$ cat src/verilog/dio_defines.vh
// Overview of operation
// - five inputs and three outputs, one bit each, bit0 is terminal one
// - input forcing takes every input level from the forced input value
// - forced input bit one means high level, zero means low level
// - input level monitor reads back the forced value while forcing
// - input forcing ends at reset or when force mode is written zero
// - output forcing takes every output state from forced output value
// - forced output bit is a function state; polarity gives the level
// - active-low outputs: state 110 gives levels 001, monitor reads 1
// - active-high outputs: levels equal state, 110 reads as 6
// - parameter output forcing ends at reset or force mode zero
// - force mode 4 lets the fieldbus output object set output levels
// - fieldbus bits 16 to 18 map to outputs; mask enables, bit is level
// - fieldbus output forcing ends at reset or force mode zero
// - with a password set, writes are refused until it is entered
// - lock bit5 plus password hides and locks groups above two
// - after authorisation, writing zero to password removes protection
// - on run start from status view, keypad shows monitor entry at default monitor offset
// - up/down change blinking digit, shift moves it, set stores
//
// Purpose: constants of the digital io override block
// Assumes: parameters addressed by group and offset
// Notes: force codes for input and output forcing are free constants
`ifndef DIO_DEFINES_VH
`define DIO_DEFINES_VH

`define DIO_GRP_PASS 8'h02
`define DIO_OFS_PASS 8'h1e
`define DIO_OFS_DEFMON 8'h20
`define DIO_GRP_LOCK 8'h0a
`define DIO_OFS_LOCK 8'h47
`define DIO_GRP_FORCE 8'h0d
`define DIO_OFS_FMODE 8'h11
`define DIO_OFS_FIN 8'h12
`define DIO_OFS_FOUT 8'h13
`define DIO_GRP_MON 8'h0b
`define DIO_OFS_SPEED 8'h00
`define DIO_OFS_INMON 8'h03
`define DIO_OFS_OUTMON 8'h05
`define DIO_GRP_OPEN_MAX 8'h02

`define DIO_MODE_NONE 8'h00
`define DIO_MODE_IN 8'h01
`define DIO_MODE_OUT 8'h02
`define DIO_MODE_BUS 8'h04

`define DIO_FB_LEVELS 2'h1
`define DIO_FB_MASK 2'h2
`define DIO_FB_LSB 16
`define DIO_FB_MSB 18

`define DIO_LOCK_BIT 5
`define DIO_SPD_FRAC 4
`define DIO_SPD_HALF 32'h00000008

`define DIO_DIGITS 5
`define DIO_DIGIT_MAX 4'h9
`define DIO_POS_LAST 3'h4

`endif

$ cat src/verilog/dio_digit_editor.v
// Purpose: five digit decimal editor for the keypad
// Assumes: key inputs are one-cycle pulses
// Notes: value is loaded before editing from the shown default monitor, force mode or forced value; other parameters load zero
`include "dio_defines.vh"

module dio_digit_editor (
  input wire clk,
  input wire reset,
  input wire load,
  input wire [19:0] loadDigits,
  input wire keyUp,
  input wire keyDown,
  input wire keyShift,
  input wire keySet,
  output reg [19:0] digits,
  output reg [2:0] blinkPos,
  output reg store
);

  // ************************************
  // digit stepping
  // ************************************
  wire [3:0] cur;
  assign cur = digits[blinkPos*4 +: 4];

  always @(posedge clk or posedge reset) begin
    if (reset) begin
      digits <= 20'h00000;
      blinkPos <= 3'h0;
      store <= 1'b0;
    end else begin
      store <= keySet;
      if (load) begin
        digits <= loadDigits;
        blinkPos <= 3'h0;
      end else begin
        if (keyUp) begin
          // wraps inside one digit, no carry into the next
          digits[blinkPos*4 +: 4] <=
            (cur == `DIO_DIGIT_MAX) ? 4'h0 : cur + 4'h1;
        end else if (keyDown) begin
          digits[blinkPos*4 +: 4] <=
            (cur == 4'h0) ? `DIO_DIGIT_MAX : cur - 4'h1;
        end
        if (keyShift) begin
          blinkPos <= (blinkPos == `DIO_POS_LAST) ? 3'h0 :
            blinkPos + 3'h1;
        end
      end
    end
  end

endmodule

$ cat src/verilog/dio_force_override.v
// Purpose: digital io force override, password lock and keypad monitor
// Assumes: all inputs synchronous to clk, key and access strobes are pulses
// Notes: nothing here survives reset, so forcing always ends at power-up
`include "dio_defines.vh"

module dio_force_override (
  input wire clk,
  input wire reset,
  input wire [4:0] inputPins,
  input wire [2:0] outputFunc,
  input wire [2:0] outputActiveHigh,
  output reg [4:0] inputLevel,
  output reg [2:0] outputPins,
  input wire parWr,
  input wire parRd,
  input wire [7:0] parGroup,
  input wire [7:0] parOffset,
  input wire [31:0] parWrData,
  output reg [31:0] parRdData,
  output reg parAck,
  output reg parDenied,
  output reg passwordError,
  output reg authorized,
  input wire fbWr,
  input wire fbRd,
  input wire [1:0] fbSub,
  input wire [31:0] fbWrData,
  output reg [31:0] fbRdData,
  output reg fbAck,
  input wire motorRunning,
  input wire [31:0] motorSpeed,
  input wire keyMode,
  input wire keyUp,
  input wire keyDown,
  input wire keyShift,
  input wire keySet,
  output reg showParam,
  output reg [7:0] showGroup,
  output reg [7:0] showOffset,
  output wire [19:0] editDigits,
  output wire [2:0] editBlink
);

  // ************************************
  // helpers
  // ************************************
  function [19:0] to_bcd;
    input [31:0] v;
    integer i;
    reg [16:0] n;
    reg [19:0] d;
    reg [16:0] r;
    begin
      n = v[16:0];
      d = 20'h00000;
      r = 17'd0;
      for (i = 0; i < `DIO_DIGITS; i = i + 1) begin
        r = n % 17'd10;
        d[i*4 +: 4] = r[3:0];
        n = n / 17'd10;
      end
      to_bcd = d;
    end
  endfunction

  function [31:0] from_bcd;
    input [19:0] d;
    integer i;
    reg [31:0] n;
    begin
      n = 32'h00000000;
      for (i = `DIO_DIGITS - 1; i >= 0; i = i - 1)
        n = n * 32'd10 + {28'h0000000, d[i*4 +: 4]};
      from_bcd = n;
    end
  endfunction

  function is_par;
    input [7:0] g;
    input [7:0] o;
    input [7:0] wantG;
    input [7:0] wantO;
    begin
      is_par = (g == wantG) && (o == wantO);
    end
  endfunction

  // ************************************
  // parameter storage
  // ************************************
  reg [7:0] forceMode;
  reg [4:0] forcedIn;
  reg [2:0] forcedOut;
  reg [31:0] fbLevels;
  reg [31:0] fbMask;
  reg [31:0] password;
  reg [31:0] lockConfig;
  reg [7:0] defMonitor;
  reg [31:0] speedMon;
  reg runPrev;

  // ************************************
  // input path
  // ************************************
  wire [4:0] next_inputLevel;
  // physical pins are ignored entirely while forcing
  assign next_inputLevel = (forceMode == `DIO_MODE_IN) ?
    forcedIn : inputPins;

  // ************************************
  // output path
  // ************************************
  wire [2:0] outState;
  wire [2:0] polLevel;
  wire [2:0] busMask;
  wire [2:0] next_outputPins;
  assign outState = (forceMode == `DIO_MODE_OUT) ?
    forcedOut : outputFunc;
  // active-low terminal inverts the function state
  assign polLevel = outState ^ ~outputActiveHigh;
  // fieldbus bits act on terminal levels, past the polarity stage
  assign busMask = (forceMode == `DIO_MODE_BUS) ?
    fbMask[`DIO_FB_MSB:`DIO_FB_LSB] : 3'h0;
  assign next_outputPins = (busMask & fbLevels[`DIO_FB_MSB:`DIO_FB_LSB]) |
    (~busMask & polLevel);

  always @(posedge clk or posedge reset) begin
    if (reset) begin
      inputLevel <= 5'h00;
      outputPins <= 3'h0;
    end else begin
      inputLevel <= next_inputLevel;
      outputPins <= next_outputPins;
    end
  end

  // ************************************
  // speed monitor
  // ************************************
  wire [31:0] spdBiased;
  wire [31:0] next_speedMon;
  // round to nearest, arithmetic shift keeps the sign
  assign spdBiased = motorSpeed + `DIO_SPD_HALF;
  assign next_speedMon = $signed(spdBiased) >>> `DIO_SPD_FRAC;

  // ************************************
  // access control
  // ************************************
  wire passSet;
  wire hideHigh;
  wire keyStore;
  wire [7:0] accG;
  wire [7:0] accO;
  wire accWr;
  wire [31:0] accData;
  wire accRd;
  wire isPass;
  wire grpHidden;
  wire wrAllowed;
  wire [19:0] storeDigits;
  assign passSet = (password != 32'h00000000);
  assign hideHigh = passSet && !authorized &&
    lockConfig[`DIO_LOCK_BIT];
  // a keypad store wins over a bus access in the same cycle
  assign accWr = keyStore | parWr;
  assign accRd = parRd & ~keyStore;
  assign accG = keyStore ? showGroup : parGroup;
  assign accO = keyStore ? showOffset : parOffset;
  assign accData = keyStore ? from_bcd(storeDigits) : parWrData;
  assign isPass = is_par(accG, accO, `DIO_GRP_PASS, `DIO_OFS_PASS);
  assign grpHidden = hideHigh && (accG > `DIO_GRP_OPEN_MAX);
  assign wrAllowed = !passSet || authorized;

  // ************************************
  // read mux
  // ************************************
  reg [31:0] rdVal;
  always @* begin
    rdVal = 32'h00000000;
    if (is_par(accG, accO, `DIO_GRP_PASS, `DIO_OFS_PASS))
      rdVal = 32'h00000000;
    else if (is_par(accG, accO, `DIO_GRP_PASS, `DIO_OFS_DEFMON))
      rdVal = {24'h000000, defMonitor};
    else if (is_par(accG, accO, `DIO_GRP_LOCK, `DIO_OFS_LOCK))
      rdVal = lockConfig;
    else if (is_par(accG, accO, `DIO_GRP_FORCE, `DIO_OFS_FMODE))
      rdVal = {24'h000000, forceMode};
    else if (is_par(accG, accO, `DIO_GRP_FORCE, `DIO_OFS_FIN))
      rdVal = {27'h0000000, forcedIn};
    else if (is_par(accG, accO, `DIO_GRP_FORCE, `DIO_OFS_FOUT))
      rdVal = {29'h00000000, forcedOut};
    else if (is_par(accG, accO, `DIO_GRP_MON, `DIO_OFS_SPEED))
      rdVal = speedMon;
    else if (is_par(accG, accO, `DIO_GRP_MON, `DIO_OFS_INMON))
      rdVal = {27'h0000000, inputLevel};
    else if (is_par(accG, accO, `DIO_GRP_MON, `DIO_OFS_OUTMON))
      rdVal = {29'h00000000, outputPins};
  end

  // ************************************
  // parameter access
  // ************************************
  always @(posedge clk or posedge reset) begin
    if (reset) begin
      forceMode <= `DIO_MODE_NONE;
      forcedIn <= 5'h00;
      forcedOut <= 3'h0;
      password <= 32'h00000000;
      lockConfig <= 32'h00000000;
      defMonitor <= 8'h00;
      authorized <= 1'b0;
      parRdData <= 32'h00000000;
      parAck <= 1'b0;
      parDenied <= 1'b0;
      passwordError <= 1'b0;
      speedMon <= 32'h00000000;
    end else begin
      speedMon <= next_speedMon;
      parAck <= 1'b0;
      parDenied <= 1'b0;
      passwordError <= 1'b0;
      if (accRd) begin
        if (grpHidden) begin
          parDenied <= 1'b1;
          parRdData <= 32'h00000000;
        end else begin
          parAck <= 1'b1;
          parRdData <= rdVal;
        end
      end else if (accWr) begin
        if (isPass && !wrAllowed) begin
          // entering the password is the one write allowed while locked
          if (accData == password) begin
            authorized <= 1'b1;
            parAck <= 1'b1;
          end else begin
            passwordError <= 1'b1;
            parDenied <= 1'b1;
          end
        end else if (!wrAllowed || grpHidden) begin
          parDenied <= 1'b1;
        end else begin
          parAck <= 1'b1;
          if (isPass) begin
            password <= accData;
            // new password takes effect at once, a zero removes the lock
            authorized <= 1'b0;
          end
          if (is_par(accG, accO, `DIO_GRP_PASS, `DIO_OFS_DEFMON))
            defMonitor <= accData[7:0];
          if (is_par(accG, accO, `DIO_GRP_LOCK, `DIO_OFS_LOCK))
            lockConfig <= accData;
          if (is_par(accG, accO, `DIO_GRP_FORCE, `DIO_OFS_FMODE))
            forceMode <= accData[7:0];
          if (is_par(accG, accO, `DIO_GRP_FORCE, `DIO_OFS_FIN))
            forcedIn <= accData[4:0];
          if (is_par(accG, accO, `DIO_GRP_FORCE, `DIO_OFS_FOUT))
            forcedOut <= accData[2:0];
        end
      end
    end
  end

  // ************************************
  // fieldbus output object
  // ************************************
  always @(posedge clk or posedge reset) begin
    if (reset) begin
      fbLevels <= 32'h00000000;
      fbMask <= 32'h00000000;
      fbRdData <= 32'h00000000;
      fbAck <= 1'b0;
    end else begin
      fbAck <= fbWr | fbRd;
      if (fbWr && fbSub == `DIO_FB_LEVELS)
        fbLevels <= fbWrData;
      if (fbWr && fbSub == `DIO_FB_MASK)
        fbMask <= fbWrData;
      if (fbRd) begin
        if (fbSub == `DIO_FB_LEVELS)
          fbRdData <= fbLevels;
        else if (fbSub == `DIO_FB_MASK)
          fbRdData <= fbMask;
        else
          fbRdData <= 32'h00000000;
      end
    end
  end

  // ************************************
  // keypad display selection
  // ************************************
  always @(posedge clk or posedge reset) begin
    if (reset) begin
      showParam <= 1'b0;
      showGroup <= 8'h00;
      showOffset <= 8'h00;
      runPrev <= 1'b0;
    end else begin
      runPrev <= motorRunning;
      if (motorRunning && !runPrev && !showParam) begin
        // only leaves status view, never steals an edit in progress
        showParam <= 1'b1;
        showGroup <= `DIO_GRP_MON;
        showOffset <= defMonitor;
      end else if (keyMode) begin
        showParam <= 1'b1;
        showGroup <= parGroup;
        showOffset <= parOffset;
      end else if (keyStore) begin
        showOffset <= showOffset + 8'h01;
      end
    end
  end

  // ************************************
  // digit editor
  // ************************************
  reg [31:0] loadVal;
  always @* begin
    loadVal = 32'h00000000;
    if (is_par(parGroup, parOffset, `DIO_GRP_PASS, `DIO_OFS_DEFMON))
      loadVal = {24'h000000, defMonitor};
    else if (is_par(parGroup, parOffset, `DIO_GRP_FORCE, `DIO_OFS_FMODE))
      loadVal = {24'h000000, forceMode};
    else if (is_par(parGroup, parOffset, `DIO_GRP_FORCE, `DIO_OFS_FIN))
      loadVal = {27'h0000000, forcedIn};
    else if (is_par(parGroup, parOffset, `DIO_GRP_FORCE, `DIO_OFS_FOUT))
      loadVal = {29'h00000000, forcedOut};
  end

  assign editDigits = storeDigits;

  dio_digit_editor u_editor (
    .clk(clk),
    .reset(reset),
    .load(keyMode),
    .loadDigits(to_bcd(loadVal)),
    .keyUp(keyUp),
    .keyDown(keyDown),
    .keyShift(keyShift),
    .keySet(keySet),
    .digits(storeDigits),
    .blinkPos(editBlink),
    .store(keyStore)
  );

endmodule

$ cat config.mk
export PLATFORM = sky130hd
export DESIGN_NAME = dio_force_override
export DESIGN_NICKNAME = d
export VERILOG_FILES = /design/src/verilog/dio_digit_editor.v /design/src/verilog/dio_force_override.v
export VERILOG_INCLUDE_DIRS = /design/src /design/src/verilog
export SDC_FILE = /design/constraint.sdc
export NUM_CORES = 1
export LEC_CHECK = 0
export BUFFER_PORTS_ARGS = -buffer_cell sky130_fd_sc_hd__buf_4
export CAP_MARGIN = 20
export CORE_UTILIZATION = 45
export CTS_CLUSTER_SIZE = 14
export DETAILED_ROUTE_END_ITERATION = 16
export SYNTH_ARGS = -nofsm -noshare
export SYNTH_HDL_FRONTEND = slang
export SYNTH_SLANG_ARGS = --single-unit
$ cat constraint.sdc
create_clock -name clk -period 27.2 [get_ports clk]
set_input_delay 5.44 -clock clk [delete_from_list [all_inputs] [get_ports clk]]
set_output_delay 5.44 -clock clk [all_outputs]
set_load 0.02 [all_outputs]
==> results.toml <==
[synthesis]
yosysTopAreaCell = "dfrtp_1"
synth_area_um2 = 19100
ys_seq_area_share_pct = 39.2
netlist_instances = 2068
synthTopCellsByCount = "dfrtp_1, nand2_1, nor2_1"
synth.area.top_cells = "dfrtp_1, ha_1, mux2_2, o21ai_0, xnor2_1"
synth_edf_count = 0
ys.warnings.count = 0
ys_ff_latch = 299
yosysUniqueCellTypes = 96
yosysMostFrequentCell = "dfrtp_1"
synthFlopType = "dfrtp_1"
async_reset_ff_share_pct = 100
synth_area_per_cell_um2 = 9.24
synth_top_area_share_pct = 39.2

[clock_network]
ctsResizeCount = 0
clk_pin_slew_worst_paths_ns = 0.06
post_cts_buffers = 0
clock_sink_count = 299
tritoncts.num_buffers = 35
cts_max_level = 2
root_buffer = "clkbuf_16"
clk_latency_ns = 0.56
clk_path_buf_depth = 3
cts_tree = "done"
cts_hold_repair.buffers = 0

[floorplan]
die_h_um = 208
initial_core_util_pct = 45.6
num_rows = 75
dieArea_um2 = 43300
die_w_um = 208
ios = 254
core_um2 = 41900

[setup_path]
reg2reg_slack_ns = 17.93
critPathKind = "input port to flop"
crit_slowest_cell = "nor4_2"
worst_path_largest_cell_delay_ns = 0.97
startpoint = "parGroup[4]"
timing.critical_path.buf_inv = 3
worst_ep_required_time_ns = 27.61
worstSetupEndpointType = "flop"
crit_chain = "buf_4 > or4_4 > nor4_2 > a32oi_1 > buf_4 > clkinv_1 > ha_1 > nor2b_1 > nand3_1 > a21oi_1 > o41a_1 > nand2b_1 > maj3_1 > o21a_4 > xnor2_1 > ha_1 > a21oi_1 > a21oi_1 > o221a_2 > nor3_4 > and2_1 > o41ai_2"
cp_data_arrival_time_ns = 11.93
crit_top_cell = "a21oi_1"
worst_setup_path_start_kind = "input port"
path_delay_family = "simple AND/OR/NAND/NOR gates"
crit_fanout = 13
r2r-start = "u_editor.digits[17]"

[timing]
slew_headroom_pct = 27.2
worst_slew_pin_slew_ns = 1.08
fin_setup_tns_ns = 0
fin_crit_sh_pct = 42.3
hold-worst-slack_ns = 0.478
fmax_mhz = 86.8
hold_viol = 0
rsz0062_at_grt = "false"
finClkSkew_ns = 0.0232
setup_viol = 0
final-max-slew-violation-count = 0
fin_crit_ns = 11.52

[status]
outcome = "finished clean"

[flow_run]
cap_violations = 0

[global_route]
grt_start_max_net_pins = 98
grt_pass1_wl_um = 89100
gr-total-overflow = 0
antenna_found_initial = 0
first_global_vias = 16100
track_usage_pct = 25.9

[routing]
post-route-drc-count = 0
wl_per_cell_um = 19.7
num_vias = 16400
drt_first_pass_iters = 6
vias_per_cell = 5.77
drtIter0Drc = 1062
ant_nets = 0
routed_wl_um = 55900

[pwr]
p_leak_nw = 10.2
vdd_drop_max_mv = 0.0595
power_mw = 1.16
power_density_nw_per_um2 = 51.1

[hold_path]
min_from = "lockConfig[11]"
hp-class = "flop to flop"

[cells_and_area]
area_growth_pct = 18.6
diodes = 0
layout.nets = 2530
layout-drive-gt1-share_pct = 19.6

[place]
io_buffers = 250
hpwl_um = 41500
gp_congestion = 0.913
-- cell usage in the layout, fill, tap and decap left out, types with 26 or more instances in the layout --
cell type  Yosys  final
xnor2_1       89     89
mux2_2        83     83
ha_1         106    106
nor3_1        38     37
clkbuf_16      0     36
xor2_1        53     53
a22oi_1       62     62
nand2_1      205    203
a21oi_1      154    154
a21o_1        26     26
nand3_1       51     51
nor2_1       162    161
mux2i_1       40     40
dfrtp_1      299    298
buf_4          1    265
inv_1         75     74
o21ai_0      160    160
-- layer usage --
layer,vias up,track usage [%],share of wire [%]
met4,0,6.90,2.3
met3,79,6.61,7.7
li1,7935,-,-
met2,469,40.4,45
met5,-,0,0
met1,7918,35.7,45
-- through the flow --
step	worst slack, ns	utilization [%]	cell area, µm²	instances
finish	15.68	54.0	22700	2844
global route	15.25	54.0	22700	2844
CTS	15.80	53.9	22600	2841
detailed placement	15.26	51.1	21400	2778
global placement	15.35	51.1	21400	2778
floorplan	13.50	-	19100	2069
-- state kept, by name (all words and copies together) (netlist names), 5 cells and up --
register	flops
forcedIn	5
u_editor.digits	20
inputLevel	5
defMonitor	8
fbMask	32
fbRdData	32
parRdData	32
showGroup	8
showOffset	8
password	32
forceMode	8
lockConfig	32
speedMon	28
fbLevels	32
-- power breakdown --
group	internal (mW)	switching, mW
Sequential	0.476	0.0238
Combinational	0.0778	0.101
Clock	0.280	0.200
-- cell type report --
class | instances | area (µm²)
sequential | 299 | 7480
tap | 539 | 674
clock inverter | 16 | 183
inverter | 76 | 293
fill | 3876 | 19300
timing repair buffer | 268 | 2030
clock buffer | 47 | 992
multi-input combinational | 1599 | 11000
-- tightest hold or removal path: stages, from the launching register on --
cell and delay (ns):
dfrtp_1 0.34, nand2_1 0.05, nand2_1 0.05
-- path summary, 6_finish.rpt --
path	end	depth (start not counted)
min reg2reg	lockConfig[11]	2
min	lockConfig[11]	2
max	u_editor.digits[5]	22
max in group asynchronous	showGroup[6]	4
max reg2reg	parAck	34
min in group asynchronous	speedMon[18]	2
-- cells by family after synthesis --
group	after synthesis	share of synthesized area (%)
xor+xnor	143	6.63
simple gates	642	16.7
fa+ha+maj	115	7.83
compound gates	574	19.3
buf+inv	171	3.46
mux	123	6.99
other cells	1	0.0196
flops	299	39.2
No activity file was read; power rests on OpenSTA's default activity.
